File: src/verilog/lfwd_regs.svh
// Register map, field positions and timing counts of the slow-clock watchdog.
// Assumes inclusion from the package and the testbench only.
`ifndef LFWD_REGS_SVH
`define LFWD_REGS_SVH

// -----------------------------------------------------------------------------
// Register byte offsets
// -----------------------------------------------------------------------------
`define LFWD_CTRL_ADDR     8'h00
`define LFWD_MATCH_ADDR    8'h04
`define LFWD_COUNT_ADDR    8'h08
`define LFWD_STATUS_ADDR   8'h0C
`define LFWD_CMD_ADDR      8'h10

// -----------------------------------------------------------------------------
// Field positions
// -----------------------------------------------------------------------------
`define LFWD_CTRL_EN       0
`define LFWD_CTRL_RSTEN    1
`define LFWD_CTRL_UNMASK   2
`define LFWD_CTRL_OSC      3
`define LFWD_CTRL_IGN_LO   4
`define LFWD_CTRL_IGN_HI   7
`define LFWD_STAT_IRQ      0
`define LFWD_STAT_EVT_LO   1
`define LFWD_STAT_EVT_HI   2
`define LFWD_STAT_CAUSE    3
`define LFWD_STAT_OSC      4
`define LFWD_STAT_HOLD     5
`define LFWD_CMD_CLRCNT    0
`define LFWD_CMD_CLRIRQ    1

// -----------------------------------------------------------------------------
// Reset values and timing counts
// -----------------------------------------------------------------------------
`define LFWD_MATCH_RST     16'hFFFF
`define LFWD_APPLY_TICKS   2'h3
`define LFWD_RESET_EVENTS  2'h3

`endif

File: src/verilog/lfwd_pkg.sv
// Types shared by the slow-clock watchdog.
// Assumes the register header sits beside it.
`include "lfwd_regs.svh"

package lfwd_pkg;

    // Configuration that travels through the slow-tick apply stages
    typedef struct packed {
        logic [15:0] match;
        logic [3:0]  ignore;
        logic        unmask;
        logic        reset_en;
        logic        enable;
    } lfwd_cfg_t;

endpackage

File: src/verilog/lfwd_top.sv
// Slow-clock 16-bit watchdog: counter, match interrupt, third-event reset.
// Assumes slow_osc_clk and deep_sleep_wake are asynchronous pins, and
// sleep_mode comes from power logic on core_clk.
//
// Function
// - Sixteen-bit up-counter advances on every slow tick while enabled.
// - Counter equal to match value raises the watchdog interrupt.
// - Match never clears the counter; it wraps and matches again.
// - Ignore-bits field removes that many top bits from the counter.
// - Reset follows two full periods plus match from a cleared counter.
// - Interrupt goes to CPU line 4 when active, wake controller when asleep.
// - Enable or disable takes three slow cycles; keep system clock meanwhile.
// - After deep-sleep wake, count reads zero until next oscillator edge.
// - Counter runs only from the internal slow oscillator ticks.
// - Oscillator disable writes are ignored while watchdog reset is enabled.
// - Enabling watchdog reset switches the slow oscillator on.
// - Writes take effect after three slow cycles; clear four before timeout.
// - Clearing the pending interrupt zeroes the unhandled-event counter, or sets it to one on a match in the same tick.
// - Interrupt stays pending until software clears it at the block.
// - CPU path stays masked until software sets the unmask control.
// - Third unhandled interrupt asserts device reset, held while it persists.
// - Watchdog-caused reset is recorded for software to read later.
// - No register write-lock exists in this watchdog.
//
// Local design decisions: the register offsets and the plain strobed port.
`timescale 1ns/10ps
`default_nettype none

module lfwd_top
    import lfwd_pkg::*;
(
    input  wire logic        core_clk,
    input  wire logic        nrst,
    input  wire logic        slow_osc_clk,
    input  wire logic        deep_sleep_wake,
    input  wire logic        sleep_mode,
    input  wire logic [7:0]  addr,
    input  wire logic [31:0] wdata,
    input  wire logic        wr_en,
    input  wire logic        rd_en,
    output logic      [31:0] rdata,
    output logic             irq_cpu,
    output logic             irq_wakeup,
    output logic             wdt_reset,
    output logic             osc_enable
);

    // -------------------------------------------------------------------------
    // Declarations
    // -------------------------------------------------------------------------
    logic        osc_s1;
    logic        osc_s2;
    logic        osc_s3;
    logic        wake_s1;
    logic        wake_s2;
    logic        wake_s3;
    logic        tick;
    logic        wake_edge;
    lfwd_cfg_t   cfg_sw;
    lfwd_cfg_t   cfg_pipe [3];
    lfwd_cfg_t   cfg_eff;
    logic [15:0] count;
    logic [15:0] mask;
    logic        hit;
    logic        irq_pend;
    logic [1:0]  evt_cnt;
    logic        reset_cause;
    logic        view_zero;
    logic [1:0]  req_set;
    logic [1:0]  pend;
    logic [1:0]  apply;
    logic        wr_ctrl;
    logic        wr_cmd;

    // -------------------------------------------------------------------------
    // Pin synchronisers
    // -------------------------------------------------------------------------
    // Third stage only for edge detection; first stage feeds nothing else
    always_ff @(posedge core_clk or negedge nrst)
    begin
        if (!nrst)
        begin
            osc_s1  <= 1'b0;
            osc_s2  <= 1'b0;
            osc_s3  <= 1'b0;
            wake_s1 <= 1'b0;
            wake_s2 <= 1'b0;
            wake_s3 <= 1'b0;
        end
        else
        begin
            osc_s1  <= slow_osc_clk;
            osc_s2  <= osc_s1;
            osc_s3  <= osc_s2;
            wake_s1 <= deep_sleep_wake;
            wake_s2 <= wake_s1;
            wake_s3 <= wake_s2;
        end
    end

    // Slow rate as a one-cycle enable; the oscillator is the only time base
    assign tick      = osc_s2 & ~osc_s3;
    assign wake_edge = wake_s2 & ~wake_s3;

    // -------------------------------------------------------------------------
    // Register writes
    // -------------------------------------------------------------------------
    // No lock bit: every write is accepted at any time, except an oscillator disable while reset is enabled
    assign wr_ctrl = wr_en && (addr == `LFWD_CTRL_ADDR);
    assign wr_cmd  = wr_en && (addr == `LFWD_CMD_ADDR);

    // Software-side configuration
    always_ff @(posedge core_clk or negedge nrst)
    begin
        if (!nrst)
        begin
            cfg_sw <= '{match: `LFWD_MATCH_RST, ignore: 4'h0, unmask: 1'b0,
                        reset_en: 1'b0, enable: 1'b0};
        end
        else
        begin
            if (wr_ctrl)
            begin
                cfg_sw.enable   <= wdata[`LFWD_CTRL_EN];
                cfg_sw.reset_en <= wdata[`LFWD_CTRL_RSTEN];
                cfg_sw.unmask   <= wdata[`LFWD_CTRL_UNMASK];
                cfg_sw.ignore   <= wdata[`LFWD_CTRL_IGN_HI:`LFWD_CTRL_IGN_LO];
            end
            if (wr_en && (addr == `LFWD_MATCH_ADDR))
            begin
                cfg_sw.match <= wdata[15:0];
            end
        end
    end

    // Oscillator enable: a disable only lands once reset is already off
    always_ff @(posedge core_clk or negedge nrst)
    begin
        if (!nrst)
        begin
            osc_enable <= 1'b0;
        end
        else if (wr_ctrl)
        begin
            osc_enable <= wdata[`LFWD_CTRL_OSC]
                        | wdata[`LFWD_CTRL_RSTEN]
                        | cfg_sw.reset_en;
        end
    end

    // -------------------------------------------------------------------------
    // Apply stages: config reaches the counter after three slow ticks
    // -------------------------------------------------------------------------
    // Costs latency but keeps a half-written word away from the counter
    always_ff @(posedge core_clk or negedge nrst)
    begin
        if (!nrst)
        begin
            for (int i = 0; i < 3; i++)
            begin
                cfg_pipe[i] <= '{match: `LFWD_MATCH_RST, ignore: 4'h0, unmask: 1'b0,
                                 reset_en: 1'b0, enable: 1'b0};
            end
        end
        else if (tick)
        begin
            cfg_pipe[0] <= cfg_sw;
            cfg_pipe[1] <= cfg_pipe[0];
            cfg_pipe[2] <= cfg_pipe[1];
        end
    end

    assign cfg_eff = cfg_pipe[2];

    // -------------------------------------------------------------------------
    // Clear requests: held until taken on a slow tick
    // -------------------------------------------------------------------------
    assign req_set[0] = wr_cmd && wdata[`LFWD_CMD_CLRCNT];
    assign req_set[1] = (wr_cmd && wdata[`LFWD_CMD_CLRIRQ])
                     || (wr_en && (addr == `LFWD_STATUS_ADDR) && wdata[`LFWD_STAT_IRQ]);

    genvar g;
    generate
        for (g = 0; g < 2; g++)
        begin : gen_req
            logic [1:0] age;
            logic       held;

            // Request stays up until the third tick consumes it
            always_ff @(posedge core_clk or negedge nrst)
            begin
                if (!nrst)
                begin
                    held <= 1'b0;
                    age  <= 2'h0;
                end
                else if (req_set[g] && !held)
                begin
                    held <= 1'b1;
                    age  <= 2'h0;
                end
                else if (held && tick)
                begin
                    age  <= age + 2'h1;
                    held <= (age + 2'h1) != `LFWD_APPLY_TICKS;
                end
            end

            // One process per bit owns its flag; the vector only gathers them
            assign pend[g]  = held;
            assign apply[g] = held && tick && ((age + 2'h1) == `LFWD_APPLY_TICKS);
        end
    endgenerate

    // -------------------------------------------------------------------------
    // Counter
    // -------------------------------------------------------------------------
    assign mask = 16'hFFFF >> cfg_eff.ignore;
    assign hit  = tick && cfg_eff.enable
               && ((count & mask) == (cfg_eff.match & mask));

    // Match leaves the counter alone; only a clear request zeroes it
    always_ff @(posedge core_clk or negedge nrst)
    begin
        if (!nrst)
        begin
            count <= 16'h0000;
        end
        else if (apply[0])
        begin
            count <= 16'h0000;
        end
        else if (tick && cfg_eff.enable)
        begin
            count <= (count + 16'h0001) & mask;
        end
    end

    // -------------------------------------------------------------------------
    // Pending interrupt and unhandled-event count
    // -------------------------------------------------------------------------
    // A match in the clearing tick wins, so no event is lost
    always_ff @(posedge core_clk or negedge nrst)
    begin
        if (!nrst)
        begin
            irq_pend <= 1'b0;
            evt_cnt  <= 2'h0;
        end
        else
        begin
            if (hit)
            begin
                irq_pend <= 1'b1;
            end
            else if (apply[1])
            begin
                irq_pend <= 1'b0;
            end
            if (apply[1])
            begin
                evt_cnt <= hit ? 2'h1 : 2'h0;
            end
            else if (hit && (evt_cnt != `LFWD_RESET_EVENTS))
            begin
                evt_cnt <= evt_cnt + 2'h1;
            end
        end
    end

    // -------------------------------------------------------------------------
    // Reset request and cause
    // -------------------------------------------------------------------------
    // Held for as long as the third event stays uncleared
    always_ff @(posedge core_clk or negedge nrst)
    begin
        if (!nrst)
        begin
            wdt_reset <= 1'b0;
        end
        else
        begin
            wdt_reset <= cfg_eff.reset_en && (evt_cnt == `LFWD_RESET_EVENTS);
        end
    end

    // Cleared only by power-on reset or a write of one; set wins
    always_ff @(posedge core_clk or negedge nrst)
    begin
        if (!nrst)
        begin
            reset_cause <= 1'b0;
        end
        else if (wdt_reset)
        begin
            reset_cause <= 1'b1;
        end
        else if (wr_en && (addr == `LFWD_STATUS_ADDR) && wdata[`LFWD_STAT_CAUSE])
        begin
            reset_cause <= 1'b0;
        end
    end

    // -------------------------------------------------------------------------
    // Interrupt routing
    // -------------------------------------------------------------------------
    // Masked until unmasked; asleep, the request goes to the wake controller
    always_ff @(posedge core_clk or negedge nrst)
    begin
        if (!nrst)
        begin
            irq_cpu    <= 1'b0;
            irq_wakeup <= 1'b0;
        end
        else
        begin
            irq_cpu    <= irq_pend && cfg_eff.unmask && !sleep_mode;
            irq_wakeup <= irq_pend && cfg_eff.unmask && sleep_mode;
        end
    end

    // -------------------------------------------------------------------------
    // Wake hold and read-back
    // -------------------------------------------------------------------------
    // Count view stays zero from a wake until the oscillator edge reloads it
    always_ff @(posedge core_clk or negedge nrst)
    begin
        if (!nrst)
        begin
            view_zero <= 1'b0;
        end
        else if (tick)
        begin
            view_zero <= 1'b0;
        end
        else if (wake_edge)
        begin
            view_zero <= 1'b1;
        end
    end

    // Unmapped offsets read as zero
    always_ff @(posedge core_clk or negedge nrst)
    begin
        if (!nrst)
        begin
            rdata <= 32'h0000_0000;
        end
        else if (rd_en)
        begin
            unique case (addr)
                `LFWD_CTRL_ADDR:   rdata <= {24'h000000, cfg_sw.ignore, osc_enable,
                                             cfg_sw.unmask, cfg_sw.reset_en, cfg_sw.enable};
                `LFWD_MATCH_ADDR:  rdata <= {16'h0000, cfg_sw.match};
                `LFWD_COUNT_ADDR:  rdata <= view_zero ? 32'h0000_0000 : {16'h0000, count};
                `LFWD_STATUS_ADDR: rdata <= {26'h0000000, view_zero, osc_enable,
                                             reset_cause, evt_cnt, irq_pend};
                default:           rdata <= 32'h0000_0000;
            endcase
        end
        else
        begin
            rdata <= 32'h0000_0000;
        end
    end

    // -------------------------------------------------------------------------
    // Assertions
    // -------------------------------------------------------------------------
    logic [1:0] cfg_age;

    // Ticks since software config last changed, saturating
    always_ff @(posedge core_clk or negedge nrst)
    begin
        if (!nrst)
        begin
            cfg_age <= 2'h0;
        end
        else if (cfg_sw != cfg_pipe[0] && tick)
        begin
            cfg_age <= 2'h1;
        end
        else if (tick && cfg_age != `LFWD_APPLY_TICKS)
        begin
            cfg_age <= cfg_age + 2'h1;
        end
    end
endmodule

`default_nettype wire

File: config.mk
export PLATFORM = sky130hd
export DESIGN_NAME = lfwd_top
export DESIGN_NICKNAME = d
export VERILOG_FILES = /design/src/verilog/lfwd_pkg.sv /design/src/verilog/lfwd_top.sv
export VERILOG_INCLUDE_DIRS = /design/src /design/src/verilog
export SDC_FILE = /design/constraint.sdc
export NUM_CORES = 1
export LEC_CHECK = 0
export BUFFER_PORTS_ARGS = -buffer_cell sky130_fd_sc_hd__buf_4
export CORE_ASPECT_RATIO = 1.1
export CORE_MARGIN = 2
export CORE_UTILIZATION = 45
export DETAILED_ROUTE_END_ITERATION = 8
export GPL_TIMING_DRIVEN = 0
export PLACE_DENSITY = 0.62
export RECOVER_POWER = 100
export SLEW_MARGIN = 15
export SYNTH_ARGS = -nofsm -noshare
export SYNTH_HDL_FRONTEND = slang
export SYNTH_SLANG_ARGS = --single-unit
File: constraint.sdc
create_clock -name core_clk -period 4.6 [get_ports core_clk]
set_input_delay 0.92 -clock core_clk [delete_from_list [all_inputs] [get_ports core_clk]]
set_output_delay 0.92 -clock core_clk [all_outputs]
set_load 0.05 [all_outputs]
Yosys cells after proc, flatten, opt, wreduce, memory -nomap -nowiden
Index checks and enable logic that the tools add are counted.
Word-level totals
  word-level logic and storage cells: 120
  output and inout port bits: 36
  register bits after elaboration: 161
Operators by class
  reduce and logical (&&, ||, !) cells: 33
  muxes and demuxes: 22
  shifts and indexed selects: 1
  add/subtract/negate cells: 4
  eq/ne operators: 11
  bitwise logic cells: 9
Operators with widths (count)
  case mux 16 bit (4 select lines): 1
  bitwise AND 16 bit: 3
  2-to-1 mux 16 bit: 3
  2-to-1 mux 32 bit: 1
  logical AND 1 bit: 21
  adder 16 x 1 -> 16 bit, second input constant: 1
  == test 16 bit: 1
  == test 8 x 4 -> 1 bit, second input constant: 2
  >> shifter 16 x 4 -> 16 bit, first input constant: 1
  nonzero test 2 bit: 7
  2-to-1 mux 2 bit: 6
  2-to-1 mux 1 bit: 11
  == test 8 x 3 -> 1 bit, second input constant: 1
  == test 8 x 5 -> 1 bit, second input constant: 1
  zero test 8 bit: 1
  adder 2 x 1 -> 2 bit, second input constant: 3
  == test 2 bit, second input constant: 3
  inequality test 2 bit, second input constant: 3
  zero test 1 bit: 3
  bitwise AND 1 bit: 2
  NOT 1 bit: 2
  OR 1 bit: 2
  logical OR 1 bit: 1

Longest topological paths before layout
  depth in word-level cells: 7
  gate-level depth with buffers: 9
  depth with buffers taken out: 8

Least setup slack after synthesis
Ideal clock, no wire load.
  kind: input to register
  start point: in addr[5]
  end point: reg cfg_sw[10] (netlist name)
  stages: 7
  arrival time: 2.409 ns
  path buffers: 1
  setup slack: 2.108 ns
  data required time: 4.518 ns
  cell sequence: or4_4 -> nor3_4 -> nand2_2 -> nor2_4 -> nand2_4 -> buf_6 -> mux2_4
On the way
  cells in the longest elaborated chain, start to end: 2
Ends and longest elaborated chain
  start, declared: line lfwd_top.sv:37  | input wire logic [7:0] addr,
  == test 8 x 3 -> 1 bit
  logical AND 1 bit: line lfwd_top.sv:129  | if (wr_en && (addr == `LFWD_MATCH_ADDR))
  end signal, assigned: line lfwd_top.sv:117  | cfg_sw <= '{match: `LFWD_MATCH_RST, ignore: 4'h0, unmask: 1'b0,
  end, declared: line lfwd_top.sv:59  | lfwd_cfg_t cfg_sw;
Every way passes these cells.
A chain may end at the register's enable or synchronous reset.

Worst setup path in the final report
  start point: in addr[5]
  end point: reg rdata[7]
On the way
  cells in the longest elaborated chain, start to end: 3
Ends and longest elaborated chain
  == test 8 x 4 -> 1 bit, or another cell as far along: line lfwd_top.sv:351  | unique case (addr)
  case mux 16 bit (4 select lines) (*): line lfwd_top.sv:351
  2-to-1 mux 32 bit (*): line lfwd_top.sv:349  | else if (rd_en)
  end signal, assigned: line lfwd_top.sv:352  | `LFWD_CTRL_ADDR: rdata <= {24'h000000, cfg_sw.ignore, osc_enable,
  end signal, assigned: line lfwd_top.sv:354  | `LFWD_MATCH_ADDR: rdata <= {16'h0000, cfg_sw.match};
  end signal, assigned: line lfwd_top.sv:355  | `LFWD_COUNT_ADDR: rdata <= view_zero ? 32'h0000_0000 : {16'h0000, count};
  end, declared: line lfwd_top.sv:41  | output logic [31:0] rdata,
Every way passes the cells marked *; elsewhere a longest branch is shown, timed or not.

==> flow_metrics.env <==
export IMPL_status="finished, violations left"
export IMPL_violations="capacitance limit, slew limit"
export IMPL_drc_errors=0
export IMPL_crit_path_max_fanout=10
export IMPL_place_inst=902
export IMPL_p_sw_share_pct=24.5
export IMPL_n_fill_cell=1317
export IMPL_fin_area_um2=7580
export IMPL_initial_core_util_pct=46.5
export IMPL_io_pins=83
export IMPL_setup_tns_ns=0
export IMPL_async_flop_share_pct=100
export IMPL_synthesis_area_um2=6470
export IMPL_cp_required_ns=4.93
export IMPL_power_density_nw_per_um2=405
export IMPL_ys_ff_latch=145
export IMPL_cts_setup_buffers=0
export IMPL_grt_pass1_wl_mm=24.8
export IMPL_clockPowerShare_pct=44.2
export IMPL_gp_congestion=0.898
export IMPL_whs_ns=0.351
export IMPL_synth_area_leader_cell="dfrtp_1"
export IMPL_ys_top_cells_by_count="nand2_1 (234), dfrtp_1 (81), dfstp_2 (64)"
export IMPL_cp_start_kind="input pin"
export IMPL_wl_per_cell_um=16.4
export IMPL_die_y_um=130
export IMPL_p_int_w=0.00231
export IMPL_slowest_delay_ns=0.68
export IMPL_drive_above_1_share_pct=21.7
export IMPL_routed_wl_mm=15.4
export IMPL_fmax_mhz=304
export IMPL_netlist_top_cells_area="dfrtp_1 (31%), dfstp_2 (26%), nand2_1 (14%)"
export IMPL_hold_class="register to register"
export IMPL_cts_tree="built"
export IMPL_holdBufCountCts=0
export IMPL_netlist_instances=648
export IMPL_grt_setup_unrepaired="false"
export IMPL_vdd_drop_max_uv=238
export IMPL_rows=45
export IMPL_io_buffers=50
export IMPL_cts_buffers_inserted=17
export IMPL_cp_slowest_cell="nor3_1"
export IMPL_firstDrtPassIters=5
export IMPL_route_vias_total=4832
export IMPL_clkTransAtPathRegs_ns=0.06
export IMPL_finalSetupViolations=0
export IMPL_worst_slew_pin_transition_ns=1.91
export IMPL_die_x_um=118
export IMPL_ys_types=54
export IMPL_core_um2=13900
export IMPL_r2r_slack_ns=1.85
export IMPL_yosys_cell_count_top_type="nand2_1"
export IMPL_path_buf_inv=2
export IMPL_clk_path_buf_depth=2
export IMPL_clock_latency_ns=0.43
export IMPL_dieArea_um2=15400
export IMPL_synth_top_area_share_pct=31.3
export IMPL_path_cells="clkbuf_4, or4_1, nor3_1, nand2_1, nor3_1, clkbuf_1, nand2_1, a21oi_1"
export IMPL_grtUsageTotal_pct=21.2
export IMPL_critical_path_arrival_ns=3.62
export IMPL_first_global_vias=4771
export IMPL_crit_type="input pin to register"
export IMPL_p_comb_share_pct=8.7
export IMPL_antenna_found_initial=0
export IMPL_slew_viol_final=79
export IMPL_finalClockSkew_ns=0.00864
export IMPL_cts_htree_levels=4
export IMPL_fin_cells=934
export IMPL_seqPwrFrac_pct=47.1
export IMPL_via_per_inst=5.17
export IMPL_period_needed_ns=3.29
export IMPL_cp_end_kind="register"
export IMPL_power_leakage_nw=3.63
export IMPL_grt_overflow_total=0
export IMPL_cts_root_buffer="clkbuf_16"
export IMPL_cap_violations=1
export IMPL_num_antenna_cells=0
export IMPL_fin_nets=784
export IMPL_place_area_um2=7180
export IMPL_synth_edf_count=0
export IMPL_drtAntennaViolNets=0
export IMPL_ctsResizeCount=0
export IMPL_synth_seq_area_share_pct=57.3
export IMPL_syn_avg_cell_area_um2=9.99
export IMPL_clkSinkCount=145
export IMPL_ys_flop_type="dfrtp_1"
export IMPL_grt_max_degree=79
export IMPL_drt_iter0_drc=404
export IMPL_p_sw_w=0.000752
export IMPL_finalHoldViolations=0
export IMPL_period_share_pct=71.6
export IMPL_syn_to_final_growth_pct=17.0
export IMPL_synth_warnings=0
export IMPL_dp_hpwl_mm=11.1
export IMPL_slew_headroom_pct=-27.2
export IMPL_cp_top_family="simple AND/OR/NAND/NOR gates"
==> registers in the layout (all words and copies together) (netlist names) <==
signal and cells:
count 16, wdt_reset 1, cfg_pipe 46, irq_wakeup 1
irq_cpu 1, wake_s2 1, wake_s1 1, gen_req.age 4
cfg_eff 23, rdata 16, gen_req.held 2, osc_s2 1
irq_pend 1, osc_s1 1, reset_cause 1, view_zero 1
osc_enable 1, evt_cnt 2, osc_s3 1, cfg_sw 23
wake_s3 1
==> cell families (layout without fill, tap and decap cells) <==
| kind of cell | after synthesis | after routing | synth area share, % |
|---|---|---|---|
| multiplexers | 26 | 26 | 5.08 |
| buffers and inverters | 50 | 133 | 4.12 |
| XOR/XNOR | 20 | 20 | 2.71 |
| adder cells (fa/ha/maj) | 4 | 4 | 0.773 |
| AO/OA/AOI/OAI | 87 | 87 | 9.10 |
| other | 1 | 16 | 0.0579 |
| AND/OR/NAND/NOR | 315 | 315 | 20.9 |
| flip-flops | 145 | 145 | 57.3 |
==> placed cells by master, fill, tap and decap left out, drive strengths merged, types with 5 or more instances in the layout <==
master	count
a22o	6
clkinv	6
mux2	25
xor2	12
clkbuf	71
and3	8
inv	5
buf	47
dfrtp	81
nand2	237
conb	16
a21oi	16
a22oi	12
nor3	5
a222oi	5
o21ai	24
xnor2	8
dfstp	64
nor2	26
nand3	14
==> per-layer routing <==
| layer | share of wire (%) | global-route usage [%] | up-vias | routed length (um) |
|---|---|---|---|---|
| li1 | - | - | 2318 | - |
| met1 | 47 | 28.5 | 2411 | 7160 |
| met2 | 48 | 34.2 | 81 | 7430 |
| met3 | 3.3 | 4.41 | 22 | 505 |
| met4 | 1.7 | 8.08 | 0 | 262 |
| met5 | 0 | 0 | - | 0 |
==> power groups by stage <==
stage          logic [W]  registers [W]  clock network [W]
2_1_floorplan   0.000182        0.00144                  0
3_3_place_gp    0.000262        0.00146                  0
3_5_place_dp    0.000279        0.00146                  0
4_1_cts         0.000279        0.00144            0.00137
5_1_grt         0.000304        0.00145            0.00143
6_report        0.000267        0.00144            0.00135
==> final timing paths <==
kind / start / to / cells after the start
max: addr[5] / rdata[7] / 8
min: wake_s1 / wake_s2 / 0
max reg2reg: cfg_eff[4] / evt_cnt[1] / 7
min reg2reg: wake_s1 / wake_s2 / 0
max in group asynchronous: nrst / rdata[11] / 2
min in group asynchronous: nrst / cfg_sw[2] / 1
==> layout make-up <==
cell class	instances	area, um^2	area share, %
Clock buffer	22	474	6.26
Clock inverter	10	109	1.44
Tap cell	188	235	3.10
Sequential cell	145	3710	49.0
Timing Repair Buffer	51	313	4.13
Inverter	5	18.8	0.248
Multi-Input combinational cell	468	2480	32.7
Buffer	45	240	3.17
==> metrics by stage <==
step	power, W	utilization, %	setup WS [ns]
2_1_floorplan	0.00162	-	2.11
4_1_cts	0.00309	55.8	2.10
3_3_place_gp	0.00172	51.3	1.74
5_1_grt	0.00319	54.5	1.03
3_5_place_dp	0.00174	51.6	1.66
6_report	0.00307	54.5	1.31
No activity file was read; power rests on OpenSTA's default activity.
